## config.mk

```make
export PLATFORM = sky130hd
export DESIGN_NAME = umb_uart_channel
export DESIGN_NICKNAME = d
export VERILOG_FILES = /design/src/hdl/umb_pkg.sv /design/src/hdl/umb_uart_channel.sv
export VERILOG_INCLUDE_DIRS = /design/src /design/src/hdl
export SDC_FILE = /design/constraint.sdc
export NUM_CORES = 1
export LEC_CHECK = 0
export ABC_AREA = 1
export BUFFER_PORTS_ARGS = -buffer_cell sky130_fd_sc_hd__buf_2
export CAP_MARGIN = 20
export CORE_MARGIN = 1.5
export CORE_UTILIZATION = 56
export CTS_CLUSTER_DIAMETER = 60
export DETAILED_ROUTE_END_ITERATION = 10
export PLACE_DENSITY_LB_ADDON = 0.25
export SLEW_MARGIN = 20
export SYNTH_ARGS = -nofsm -noshare
export SYNTH_HDL_FRONTEND = slang
export SYNTH_SLANG_ARGS = --single-unit
```

## constraint.sdc

```tcl
create_clock -name clk_sys_in -period 4.3 [get_ports clk_sys_in]
set_clock_uncertainty 0.05 [all_clocks]
set_input_delay 0.215 -clock clk_sys_in [delete_from_list [all_inputs] [get_ports clk_sys_in]]
set_output_delay 0.215 -clock clk_sys_in [all_outputs]
set_load 0.02 [all_outputs]
```

## src/hdl/umb_params.svh

```systemverilog
/*
  Offsets, field positions, reset values and timing counts of the serial
  channel block. Assumes inclusion by bare name from the design files.
*/
`ifndef UMB_PARAMS_SVH
`define UMB_PARAMS_SVH

// register indices, byte address is four times the index
`define UMB_IDX_DATA 3'h0
`define UMB_IDX_IER 3'h1
`define UMB_IDX_IIR 3'h2
`define UMB_IDX_LCR 3'h3
`define UMB_IDX_MCR 3'h4
`define UMB_IDX_LSR 3'h5
`define UMB_IDX_MSR 3'h6
`define UMB_IDX_SCR 3'h7

// field positions
`define UMB_LCR_DLAB 7
`define UMB_MCR_LOOP 4
`define UMB_FCR_EN 0
`define UMB_FCR_RXRST 1
`define UMB_FCR_TXRST 2

// interrupt identity codes
`define UMB_IID_NONE 4'h1
`define UMB_IID_LS 4'h6
`define UMB_IID_RDA 4'h4
`define UMB_IID_TO 4'hC
`define UMB_IID_THR 4'h2
`define UMB_IID_MS 4'h0

// reset values
`define UMB_RST_BYTE 8'h00
`define UMB_RST_DIV 16'h0000

// timing: bit length in 16x ticks, timeout in characters, divisor-0 period in input clocks
`define UMB_TICKS_PER_BIT 8'h10
`define UMB_TO_CHARS 4'h4
`define UMB_DIV_ZERO_PERIOD 16'h0003

`endif

```

## src/hdl/umb_pkg.sv

```systemverilog
/*
  Types shared by the serial channel block.
  Assumes nothing beyond a SystemVerilog compiler.
*/
package umb_pkg;
  // one received character with its error marks
  typedef struct packed {
    logic brk;
    logic frame_err;
    logic parity_err;
    logic [7:0] data;
  } umb_rx_char_s;

  // modem control lines, active high sense
  typedef struct packed {
    logic carrier;
    logic ring;
    logic set_ready;
    logic clear_to_send;
  } umb_modem_s;

  typedef logic [3:0] umb_iid_t;
endpackage

```

## src/hdl/umb_uart_channel.sv

```systemverilog
/*
  Serial channel register block: modem status, scratch byte, baud
  generator, receive and transmit queues with their interrupts, on APB.
  Assumes shift logic on the same clock feeding received characters and
  taking transmit characters; modem pins arrive asynchronously.
*/
//
// Functional notes
// - set_ready change flag sets when set_ready input toggled since last status read.
// - ring trailing-edge flag sets only when ring input goes low to high.
// - carrier change flag sets whenever carrier input changes.
// - any of the four change flags raises the modem status interrupt.
// - status bits 4-7 show inverted inputs; loopback shows control bits instead.
// - scratch byte at offset 7, any divisor select, no side effects.
// - baud generator divides by 16-bit divisor held in low and high latches.
// - generator output is the 16x bit sampling clock.
// - writing either divisor latch reloads the baud counter at once.
// - divisor 0 divides by 3, 1 holds the output high with a tick every cycle, 2 is half rate.
// - divisors of 3 up: output low two input clocks, then high.
// - receive data interrupt and code follow the trigger level.
// - line status interrupt 06H outranks received data 04H.
// - data ready sets on first queued character, clears when queue empty.
// - timeout interrupt after four idle character times with data queued.
// - character times are counted in receive sampling clock ticks.
// - reading one character clears a pending timeout and restarts timer.
// - with no timeout pending, arrivals and reads restart the timer.
// - holding-empty interrupt on empty queue, cleared by write or identity read.
// - with queues enabled, empty indication delayed one character less the last stop bit unless two bytes were held.
// - timeout shares received-data level, queue empty shares holding-empty level.
// - with enables clear the channel runs polled through line status.
// - reading modem status clears all four change flags.
// - clear_to_send change flag sets when that input toggled since last read.
`timescale 1ns/100ps
`include "umb_params.svh"

module umb_uart_channel #(
  parameter int DEPTH = 16,
  parameter int AW = 12
) (
  input wire logic clk_sys_in,
  input wire logic rstn_in,
  input wire logic clk_en_in,
  input wire logic psel_in,
  input wire logic penable_in,
  input wire logic pwrite_in,
  input wire logic [AW-1:0] paddr_in,
  input wire logic [31:0] pwdata_in,
  output logic [31:0] prdata_out,
  output logic pready_out,
  output logic pslverr_out,
  input wire logic clear_to_send_n_in,
  input wire logic set_ready_n_in,
  input wire logic ring_n_in,
  input wire logic carrier_n_in,
  output logic terminal_ready_n_out,
  output logic request_to_send_n_out,
  output logic user_output_one_n_out,
  output logic user_output_two_n_out,
  input wire logic rx_char_valid_in,
  input wire umb_pkg::umb_rx_char_s rx_char_in,
  output logic [7:0] tx_char_out,
  output logic tx_char_valid_out,
  input wire logic tx_char_take_in,
  input wire logic tx_shift_empty_in,
  output logic [7:0] line_ctl_out,
  output logic loopback_out,
  output logic baud_tick_out,
  output logic baud_clk_out,
  output logic uart_irq_out
);
  import umb_pkg::*;

  localparam int PW = $clog2(DEPTH);
  localparam int CW = PW + 1;

  //////////////////////////////////////////////////////////////////////////
  // registers
  logic [7:0] dll_q, dlh_q, ier_q, lcr_q, mcr_q, scr_q;
  logic fifo_en_q;
  logic [1:0] trig_sel_q;
  logic setup_q;
  logic [31:0] rdata_q;
  logic oe_q, thr_int_q, two_held_q, timeout_q;
  logic dly_act_q;
  logic [7:0] dly_cnt_q;
  logic [9:0] to_cnt_q;
  logic [15:0] baud_cnt_q;
  logic baud_lvl_q, baud_tick_q;
  logic [3:0] sync1_q, sync2_q;
  logic [3:0] mstate_q, mflag_q;
  logic [3:0] mout_q;
  umb_rx_char_s rx_mem [DEPTH];
  logic [7:0] tx_mem [DEPTH];
  logic [PW-1:0] rx_wr_q, rx_rd_q, tx_wr_q, tx_rd_q;
  logic [CW-1:0] rx_cnt_q, tx_cnt_q, err_cnt_q;

  //////////////////////////////////////////////////////////////////////////
  // bus decode
  wire [2:0] idx = paddr_in[4:2];
  wire unmapped = (|paddr_in[AW-1:5]) | (|paddr_in[1:0]);
  wire dlab = lcr_q[`UMB_LCR_DLAB];
  wire setup = psel_in & ~penable_in;
  wire access = psel_in & penable_in & setup_q & clk_en_in;
  wire wr = access & pwrite_in & ~unmapped;
  wire rd = access & ~pwrite_in & ~unmapped;
  wire [7:0] wdat = pwdata_in[7:0];
  wire at_data = idx == `UMB_IDX_DATA;
  wire at_ier = idx == `UMB_IDX_IER;
  wire wr_thr = wr & at_data & ~dlab;
  wire wr_dll = wr & at_data & dlab;
  wire wr_dlh = wr & at_ier & dlab;
  wire wr_ier = wr & at_ier & ~dlab;
  wire wr_fcr = wr & (idx == `UMB_IDX_IIR);
  wire rd_rbr = rd & at_data & ~dlab;
  wire rd_iir = rd & (idx == `UMB_IDX_IIR);
  wire rd_lsr = rd & (idx == `UMB_IDX_LSR);
  wire rd_msr = rd & (idx == `UMB_IDX_MSR);
  wire fifo_flip = wr_fcr & (wdat[`UMB_FCR_EN] != fifo_en_q);

  //////////////////////////////////////////////////////////////////////////
  // baud generator
  wire [15:0] divisor = {dlh_q, dll_q};
  wire [15:0] period = (divisor == 16'h0000) ? `UMB_DIV_ZERO_PERIOD : divisor;
  wire [15:0] new_div = wr_dll ? {dlh_q, wdat} : {wdat, dll_q};
  wire [15:0] new_per = (new_div == 16'h0000) ? `UMB_DIV_ZERO_PERIOD : new_div;
  wire div_wr = wr_dll | wr_dlh;
  wire baud_wrap = baud_cnt_q == 16'h0000;
  wire [15:0] baud_cnt_d = div_wr ? new_per - 16'h0001 :
                           baud_wrap ? period - 16'h0001 : baud_cnt_q - 16'h0001;
  wire [15:0] cnt_up_d = period - 16'h0001 - baud_cnt_d;
  // divide by one cannot invert the clock in flops; output stays high, tick every cycle
  wire baud_lvl_d = (period == 16'h0001) ? 1'b1 :
                    (period == 16'h0002) ? baud_cnt_d[0] :
                    (cnt_up_d >= 16'h0002);
  wire tick = baud_tick_q;

  //////////////////////////////////////////////////////////////////////////
  // character timing in 16x ticks
  wire [3:0] char_bits = 4'h1 + 4'h5 + {2'b00, lcr_q[1:0]} + {3'b000, lcr_q[3]}
                         + 4'h1 + {3'b000, lcr_q[2]};
  wire [9:0] to_limit = {char_bits, 6'h00}; // four chars, 16 ticks per bit
  wire [7:0] dly_limit = {char_bits - 4'h1, 4'h0}; // minus the last stop bit

  //////////////////////////////////////////////////////////////////////////
  // receive queue
  wire [CW-1:0] rx_cap = fifo_en_q ? CW'(DEPTH) : CW'(1);
  wire rx_empty = rx_cnt_q == '0;
  wire rx_full = rx_cnt_q >= rx_cap;
  wire rx_push = rx_char_valid_in & ~rx_full;
  wire rx_pop = rd_rbr & ~rx_empty;
  wire rx_clr = fifo_flip | (wr_fcr & wdat[`UMB_FCR_RXRST]);
  umb_rx_char_s head;
  assign head = rx_empty ? '0 : rx_mem[rx_rd_q];
  wire push_err = rx_char_in.brk | rx_char_in.frame_err | rx_char_in.parity_err;
  wire head_err = head.brk | head.frame_err | head.parity_err;
  wire [CW-1:0] trig_lvl = (trig_sel_q == 2'b00) ? CW'(1) : (trig_sel_q == 2'b01) ? CW'(4) :
                           (trig_sel_q == 2'b10) ? CW'(8) : CW'(14);

  //////////////////////////////////////////////////////////////////////////
  // transmit queue
  wire [CW-1:0] tx_cap = fifo_en_q ? CW'(DEPTH) : CW'(1);
  wire tx_empty = tx_cnt_q == '0;
  wire tx_push = wr_thr & (tx_cnt_q < tx_cap);
  wire tx_pop = tx_char_take_in & ~tx_empty & clk_en_in;
  wire tx_clr = fifo_flip | (wr_fcr & wdat[`UMB_FCR_TXRST]);
  wire went_empty = tx_pop & ~tx_push & (tx_cnt_q == CW'(1));
  wire dly_done = dly_act_q & tick & (dly_cnt_q + 8'h01 >= dly_limit);

  //////////////////////////////////////////////////////////////////////////
  // modem lines
  wire [3:0] pins_now = ~sync2_q; // active high {carrier,ring,set_ready,cts}
  wire loop = mcr_q[`UMB_MCR_LOOP];
  wire [3:0] loop_state = {mcr_q[3], mcr_q[2], mcr_q[0], mcr_q[1]};
  wire [3:0] mstate_d = loop ? loop_state : pins_now;
  wire [3:0] mdelta;
  assign mdelta[0] = mstate_d[0] ^ mstate_q[0];
  assign mdelta[1] = mstate_d[1] ^ mstate_q[1];
  assign mdelta[2] = mstate_q[2] & ~mstate_d[2];
  assign mdelta[3] = mstate_d[3] ^ mstate_q[3];
  wire [3:0] mflag_d = mdelta | (rd_msr ? 4'h0 : mflag_q);
  wire [3:0] mout_d = loop ? 4'h0 : mcr_q[3:0]; // pins idle high in loopback

  //////////////////////////////////////////////////////////////////////////
  // interrupt identity, polled when enables are clear
  wire ls_int = ier_q[2] & (oe_q | head_err);
  wire rda_int = ier_q[0] & (rx_cnt_q >= (fifo_en_q ? trig_lvl : CW'(1)));
  wire to_int = ier_q[0] & fifo_en_q & timeout_q;
  wire thr_int = ier_q[1] & thr_int_q;
  wire ms_int = ier_q[3] & (|mflag_q);
  umb_iid_t iid;
  assign iid = ls_int ? `UMB_IID_LS :
               rda_int ? `UMB_IID_RDA :
               to_int ? `UMB_IID_TO :
               thr_int ? `UMB_IID_THR :
               ms_int ? `UMB_IID_MS : `UMB_IID_NONE;
  wire thr_set = (went_empty & (two_held_q | ~fifo_en_q)) | dly_done
                 | fifo_flip | (wr_ier & wdat[1] & ~ier_q[1] & tx_empty);
  wire thr_clr = wr_thr | (rd_iir & (iid == `UMB_IID_THR));

  wire [7:0] line_state = {fifo_en_q & (err_cnt_q != '0), tx_empty & tx_shift_empty_in,
                    tx_empty, head.brk, head.frame_err, head.parity_err, oe_q,
                    ~rx_empty};
  wire [7:0] interrupt_identity = {fifo_en_q, fifo_en_q, 2'b00, iid};
  logic [7:0] rmux;
  always_comb begin
    case (idx)
      `UMB_IDX_DATA: rmux = dlab ? dll_q : head.data;
      `UMB_IDX_IER: rmux = dlab ? dlh_q : ier_q;
      `UMB_IDX_IIR: rmux = interrupt_identity;
      `UMB_IDX_LCR: rmux = lcr_q;
      `UMB_IDX_MCR: rmux = mcr_q;
      `UMB_IDX_LSR: rmux = line_state;
      `UMB_IDX_MSR: rmux = {mstate_q, mflag_q};
      `UMB_IDX_SCR: rmux = scr_q;
      default: rmux = 8'h00;
    endcase
  end

  //////////////////////////////////////////////////////////////////////////
  // bus and control registers
  always_ff @(posedge clk_sys_in or negedge rstn_in) begin
    if (!rstn_in) begin
      setup_q <= 1'b0;
      rdata_q <= 32'h0000_0000;
    end else if (clk_en_in) begin
      setup_q <= setup;
      if (setup) begin
        rdata_q <= unmapped ? 32'h0000_0000 : {24'h00_0000, rmux};
      end
    end
  end

  always_ff @(posedge clk_sys_in or negedge rstn_in) begin
    if (!rstn_in) begin
      dll_q <= `UMB_RST_BYTE;
      dlh_q <= `UMB_RST_BYTE;
      ier_q <= `UMB_RST_BYTE;
      lcr_q <= `UMB_RST_BYTE;
      mcr_q <= `UMB_RST_BYTE;
      scr_q <= `UMB_RST_BYTE;
      fifo_en_q <= 1'b0;
      trig_sel_q <= 2'b00;
    end else if (clk_en_in) begin
      if (wr_dll) begin
        dll_q <= wdat;
      end
      if (wr_dlh) begin
        dlh_q <= wdat;
      end
      if (wr_ier) begin
        ier_q <= {4'h0, wdat[3:0]};
      end
      if (wr & (idx == `UMB_IDX_LCR)) begin
        lcr_q <= wdat;
      end
      if (wr & (idx == `UMB_IDX_MCR)) begin
        mcr_q <= {3'b000, wdat[4:0]};
      end
      if (wr & (idx == `UMB_IDX_SCR)) begin
        scr_q <= wdat;
      end
      if (wr_fcr) begin
        fifo_en_q <= wdat[`UMB_FCR_EN];
        trig_sel_q <= wdat[7:6];
      end
    end
  end

  //////////////////////////////////////////////////////////////////////////
  // baud generator state
  always_ff @(posedge clk_sys_in or negedge rstn_in) begin
    if (!rstn_in) begin
      baud_cnt_q <= `UMB_RST_DIV;
      baud_lvl_q <= 1'b1;
      baud_tick_q <= 1'b0;
    end else if (clk_en_in) begin
      baud_cnt_q <= baud_cnt_d;
      baud_lvl_q <= baud_lvl_d;
      baud_tick_q <= baud_wrap & ~div_wr;
    end
  end

  //////////////////////////////////////////////////////////////////////////
  // queue storage and receive queue state
  always_ff @(posedge clk_sys_in) begin
    if (clk_en_in & rx_push) begin
      rx_mem[rx_wr_q] <= rx_char_in;
    end
    if (clk_en_in & tx_push) begin
      tx_mem[tx_wr_q] <= wdat;
    end
  end

  always_ff @(posedge clk_sys_in or negedge rstn_in) begin
    if (!rstn_in) begin
      rx_wr_q <= '0;
      rx_rd_q <= '0;
      rx_cnt_q <= '0;
      err_cnt_q <= '0;
      oe_q <= 1'b0;
    end else if (clk_en_in) begin
      if (rx_clr) begin
        rx_wr_q <= '0;
        rx_rd_q <= '0;
        rx_cnt_q <= '0;
        err_cnt_q <= '0;
      end else begin
        if (rx_push) begin
          rx_wr_q <= PW'(rx_wr_q + 1'b1);
        end
        if (rx_pop) begin
          rx_rd_q <= PW'(rx_rd_q + 1'b1);
        end
        rx_cnt_q <= rx_cnt_q + CW'(rx_push) - CW'(rx_pop);
        err_cnt_q <= err_cnt_q + CW'(rx_push & push_err) - CW'(rx_pop & head_err);
      end
      // a full queue drops the character; overrun wins over the read clear
      oe_q <= (rx_char_valid_in & rx_full) | (oe_q & ~rd_lsr);
    end
  end

  // timeout timer on 16x ticks
  always_ff @(posedge clk_sys_in or negedge rstn_in) begin
    if (!rstn_in) begin
      to_cnt_q <= 10'h000;
      timeout_q <= 1'b0;
    end else if (clk_en_in) begin
      if (rx_push | rx_pop | rx_clr | rx_empty) begin
        to_cnt_q <= 10'h000;
      end else if (tick & ~timeout_q) begin
        to_cnt_q <= to_cnt_q + 10'h001;
      end
      if (rx_pop | rx_clr | rx_empty) begin
        timeout_q <= 1'b0;
      end else if (to_cnt_q >= to_limit) begin
        timeout_q <= 1'b1;
      end
    end
  end

  //////////////////////////////////////////////////////////////////////////
  // transmit queue state
  always_ff @(posedge clk_sys_in or negedge rstn_in) begin
    if (!rstn_in) begin
      tx_wr_q <= '0;
      tx_rd_q <= '0;
      tx_cnt_q <= '0;
    end else if (clk_en_in) begin
      if (tx_clr) begin
        tx_wr_q <= '0;
        tx_rd_q <= '0;
        tx_cnt_q <= '0;
      end else begin
        if (tx_push) begin
          tx_wr_q <= PW'(tx_wr_q + 1'b1);
        end
        if (tx_pop) begin
          tx_rd_q <= PW'(tx_rd_q + 1'b1);
        end
        tx_cnt_q <= tx_cnt_q + CW'(tx_push) - CW'(tx_pop);
      end
    end
  end

  // holding-empty interrupt with its character-time delay
  always_ff @(posedge clk_sys_in or negedge rstn_in) begin
    if (!rstn_in) begin
      thr_int_q <= 1'b0;
      two_held_q <= 1'b0;
      dly_act_q <= 1'b0;
      dly_cnt_q <= 8'h00;
    end else if (clk_en_in) begin
      thr_int_q <= thr_set | (thr_int_q & ~thr_clr);
      if (thr_set) begin
        two_held_q <= 1'b0;
      end else if (tx_cnt_q >= CW'(2)) begin
        two_held_q <= 1'b1;
      end
      if (went_empty & fifo_en_q & ~two_held_q) begin
        dly_act_q <= 1'b1;
        dly_cnt_q <= 8'h00;
      end else if (tx_push | dly_done | tx_clr) begin
        dly_act_q <= 1'b0;
      end else if (dly_act_q & tick) begin
        dly_cnt_q <= dly_cnt_q + 8'h01;
      end
    end
  end

  //////////////////////////////////////////////////////////////////////////
  // modem synchroniser and change flags
  always_ff @(posedge clk_sys_in or negedge rstn_in) begin
    if (!rstn_in) begin
      sync1_q <= 4'hF;
      sync2_q <= 4'hF;
      mstate_q <= 4'h0;
      mflag_q <= 4'h0;
      mout_q <= 4'h0;
    end else if (clk_en_in) begin
      sync1_q <= {carrier_n_in, ring_n_in, set_ready_n_in, clear_to_send_n_in};
      sync2_q <= sync1_q;
      mstate_q <= mstate_d;
      mflag_q <= mflag_d;
      mout_q <= mout_d;
    end
  end

  //////////////////////////////////////////////////////////////////////////
  // outputs
  assign prdata_out = rdata_q;
  assign pready_out = psel_in & penable_in & setup_q & clk_en_in;
  assign pslverr_out = pready_out & unmapped;
  assign terminal_ready_n_out = ~mout_q[0];
  assign request_to_send_n_out = ~mout_q[1];
  assign user_output_one_n_out = ~mout_q[2];
  assign user_output_two_n_out = ~mout_q[3];
  assign tx_char_out = tx_empty ? 8'h00 : tx_mem[tx_rd_q];
  assign tx_char_valid_out = ~tx_empty;
  assign line_ctl_out = lcr_q;
  assign loopback_out = loop;
  assign baud_tick_out = baud_tick_q;
  assign baud_clk_out = baud_lvl_q;
  // user output two gates the interrupt line
  assign uart_irq_out = mcr_q[3] & (iid != `UMB_IID_NONE);
endmodule
```

==> results.json <==
{
  "outcome": "finished, violations left",
  "violations": "setup timing",
  "hold_path.class": "input port to flop",
  "vias_per_cell": 5.799,
  "avgSynthCellArea_um2": 9.812,
  "p_per_area_nw_per_um2": 513.0,
  "yosysTopAreaCellShare": 0.4100,
  "cp_slowest_cell": "dfrtp_1",
  "fillers": 3043,
  "globalRouteOverflowTotal": 0,
  "layout_min_cycle_time_ps": 4397,
  "antenna_found_initial": 0,
  "crit_path_end_kind": "flop",
  "vias": 17600,
  "die_h_um": 202.4,
  "yosys_warnings": 0,
  "setup_violations": 1,
  "rows": 72,
  "cts_buffers": 46,
  "maxCapViolCount": 0,
  "place_inst": 2919,
  "clock_power_share": 0.307,
  "post-route-worst-setup-slack_ps": -96.99,
  "die_width_um": 202.4,
  "drc": 0,
  "fin_nets": 2632,
  "postSynthCellCount": 2269,
  "cts_buffer_depth": 3,
  "ys.flop_type": "edfxtp_1",
  "p_sw_uw": 4432,
  "synth-seq-cells": 449,
  "drive_above_1_share": 0.1567,
  "initial_core_util": 0.5720,
  "gp_congestion": 1.002,
  "hold_violations": 0,
  "cts_root_buffer": "clkbuf_16",
  "p_comb_frac": 0.307,
  "synth.top_cells.by_area": "edfxtp_1, dfrtp_1, o21ai_0",
  "cts_tree": "done",
  "power_frac_seq": 0.386,
  "coreArea_um2": 38920,
  "area_growth_pct": 16.33,
  "critPathMaxFanout": 5,
  "grt_first_pass_wirelength_mm": 93.03,
  "p_leak_uw": 0.01053,
  "dr.pass1.iters": 6,
  "hold_ws_ps": 78.60,
  "grt_max_degree": 81,
  "die-area_um2": 40960,
  "crit_path_frequent_cell": "nand2_1",
  "max_slew.worst_pin.slew_ps": 1065,
  "fin_area_um2": 25900,
  "drt_iter0_markers": 1788,
  "clk_latency_ps": 590,
  "p_int_uw": 8853,
  "switching_share": 0.3336,
  "io_pins": 127,
  "synth.cell_area_um2": 22260,
  "fin_util": 0.6654,
  "synth_edf_count": 304,
  "synth.largest_area_cell": "edfxtp_1",
  "grt_pass1_vias": 17190,
  "max_freq_mhz": 227.4,
  "synth-seq-area-share": 0.5735,
  "timing.rr.start": "setup_q$_DFFE_PN0P_",
  "numPortBuffers": 78,
  "ys_types": 61,
  "place_area_um2": 23930,
  "path_class": "flop to flop",
  "tns_ps": -96.99,
  "rsz0062_at_grt": "yes",
  "cp.required_ps": 4750,
  "cp-startpoint": "setup_q$_DFFE_PN0P_",
  "wl_mm": 59.45,
  "ant_nets": 0,
  "worstPathArrival_ps": 4840,
  "wl_per_cell_um": 19.60,
  "grt_use_total": 0.2923,
  "instances_no_fill": 3034,
  "clk_pin_slew_ps": 60,
  "cp_slowest_stage_delay_ps": 350,
  "vdd_drop_max_uv": 409.9,
  "hp-start": "tx_char_take_in",
  "slew_violations": 0,
  "hpwl_mm": 40.71,
  "slew_headroom": 0.2893,
  "post-route-period-util": 1.023,
  "clkSinkCount": 449,
  "startpoint_type": "flop",
  "ys_async_sr_fraction": 0.3229,
  "htree_levels": 2
}
-- cell type report --
| class | instances | area, um^2 | share of cell area |
|---|---|---|---|
| clock inverters | 25 | 315.3 | 0.01218 |
| flip-flops and latches | 449 | 12770 | 0.4931 |
| inverters | 227 | 852.1 | 0.03290 |
| repair buffers | 250 | 1753 | 0.06769 |
| well taps | 518 | 648.1 | 0.02503 |
| diodes | 1 | 2.502 | 0.00009663 |
| clock buffers | 59 | 1210 | 0.04672 |
| multi-input cells | 1505 | 8347 | 0.3223 |
-- sequential cells by signal, summed over array words and instances, names as in the netlist, 5 cells and up --
name and cells:
rx_mem 176, tx_cnt_q 5, tx_mem 128, to_cnt_q 10
prdata_out 8, rx_cnt_q 5, mcr_q 5, err_cnt_q 5
dly_cnt_q 8, dlh_q 8, scr_q 8, baud_cnt_q 16
line_ctl_out 8, dll_q 8
-- cell usage after synthesis (5+ instances only) --
cell type  instances
a21oi_1           89
a221oi_1          13
a31oi_1            6
buf_2              6
buf_4             26
clkbuf_1          75
dfrtp_1          136
dfstp_2            9
edfxtp_1         304
fa_1               5
ha_1              80
inv_1            210
inv_2             13
nand2_1          313
nand2_2            9
nand3_1           77
nand4_1           20
nor2_1           297
nor2_2            13
nor3_1            24
nor4_1             9
o2111ai_1          7
o211ai_1          27
o21a_1             5
o21ai_0          296
o21ai_1            9
o221ai_1          35
o22ai_1           57
xnor2_1           11
xor2_1            31
-- power groups by stage --
stage                     clock, uW  combinational [uW]  sequential, uW
after floorplan                   0                2660            5140
after global placement            0                3740            5200
after detailed placement          0                3850            5210
after CTS                      4110                3940            5120
after global routing           4280                4550            5160
final                          4070                4080            5130
-- layer usage --
layer	up-vias	wire length, um	track usage
li1	8293	-	-
met1	8458	24310	0.3865
met2	712	28810	0.4872
met3	132	4343	0.04757
met4	0	1989	0.1082
met5	-	0	0
-- worst max-delay path: cells and delay by family (launching register included) --
kind,cells,cell delay [ps]
AO/OA/AOI/OAI,11,1310
XOR/XNOR,1,140
adder cells (fa/ha/maj),2,510
buffers and inverters,5,480
flip-flops,1,350
AND/OR/NAND/NOR,15,1460
-- per-stage QoR --
step | total power [uW] | worst slack [ps]
after floorplan | 7804 | 91.89
after global placement | 8934 | -113.9
after detailed placement | 9061 | -378.0
after CTS | 13180 | 2.758
after global routing | 13990 | -474.7
final | 13280 | -96.99
-- logic make-up after synthesis --
| logic type | share of synthesized area |
|---|---|
| fa+ha+maj | 0.04946 |
| buf+inv | 0.06205 |
| other cells | 0.0001684 |
| compound gates | 0.1512 |
| xor+xnor | 0.01652 |
| simple gates | 0.1470 |
| flops | 0.5735 |
-- placed cells by master (no fill, tap or decap), types with 7 or more instances in the layout --
master         instances
nand2_1              310
edfxtp_1             304
nor2_1               293
o21ai_0              290
inv_1                205
buf_4                151
dfrtp_1              135
a21oi_1               83
ha_1                  78
nand3_1               77
buf_2                 77
o22ai_1               57
clkbuf_16             46
o221ai_1              35
xor2_1                31
o211ai_1              27
conb_1                24
nand4_1               20
nor3_1                20
inv_2                 18
dlygate4sd3_1         18
nor2_2                14
a221oi_1              13
clkbuf_1              12
nand2_2               11
o21ai_1               11
xnor2_1               11
nor4_1                 9
dfstp_2                9
clkinv_1               8
clkinv_2               8
o21ai_2                7
-- timing repair --
item / 4_1_cts / 5_1_grt
endpoints found under the hold margin: 252 / 0
setup endpoints to repair: 1 / 1
pin swaps: 8 / 36
hold buffers: 18 / 0
gates resized for setup: 12 / 34
buffers inserted: 5 / 7
-- path summary, 6_finish.rpt --
kind | to | slack, ps | cells after the start
worst max-delay path | baud_clk_out$_DFFE_PN1P_ | -100 | 34
worst min-delay path | tx_rd_q[1]$_DFFE_PN0P_ | 80 | 5
worst max register to register | baud_clk_out$_DFFE_PN1P_ | -100 | 34
worst min register to register | sync2_q[1]$_DFFE_PN1P_ | 410 | 2
max in group asynchronous | baud_clk_out$_DFFE_PN1P_ | 2910 | 3
min in group asynchronous | dly_cnt_q[6]$_DFFE_PN0P_ | 190 | 2
Power figures use the tool's default switching activity.
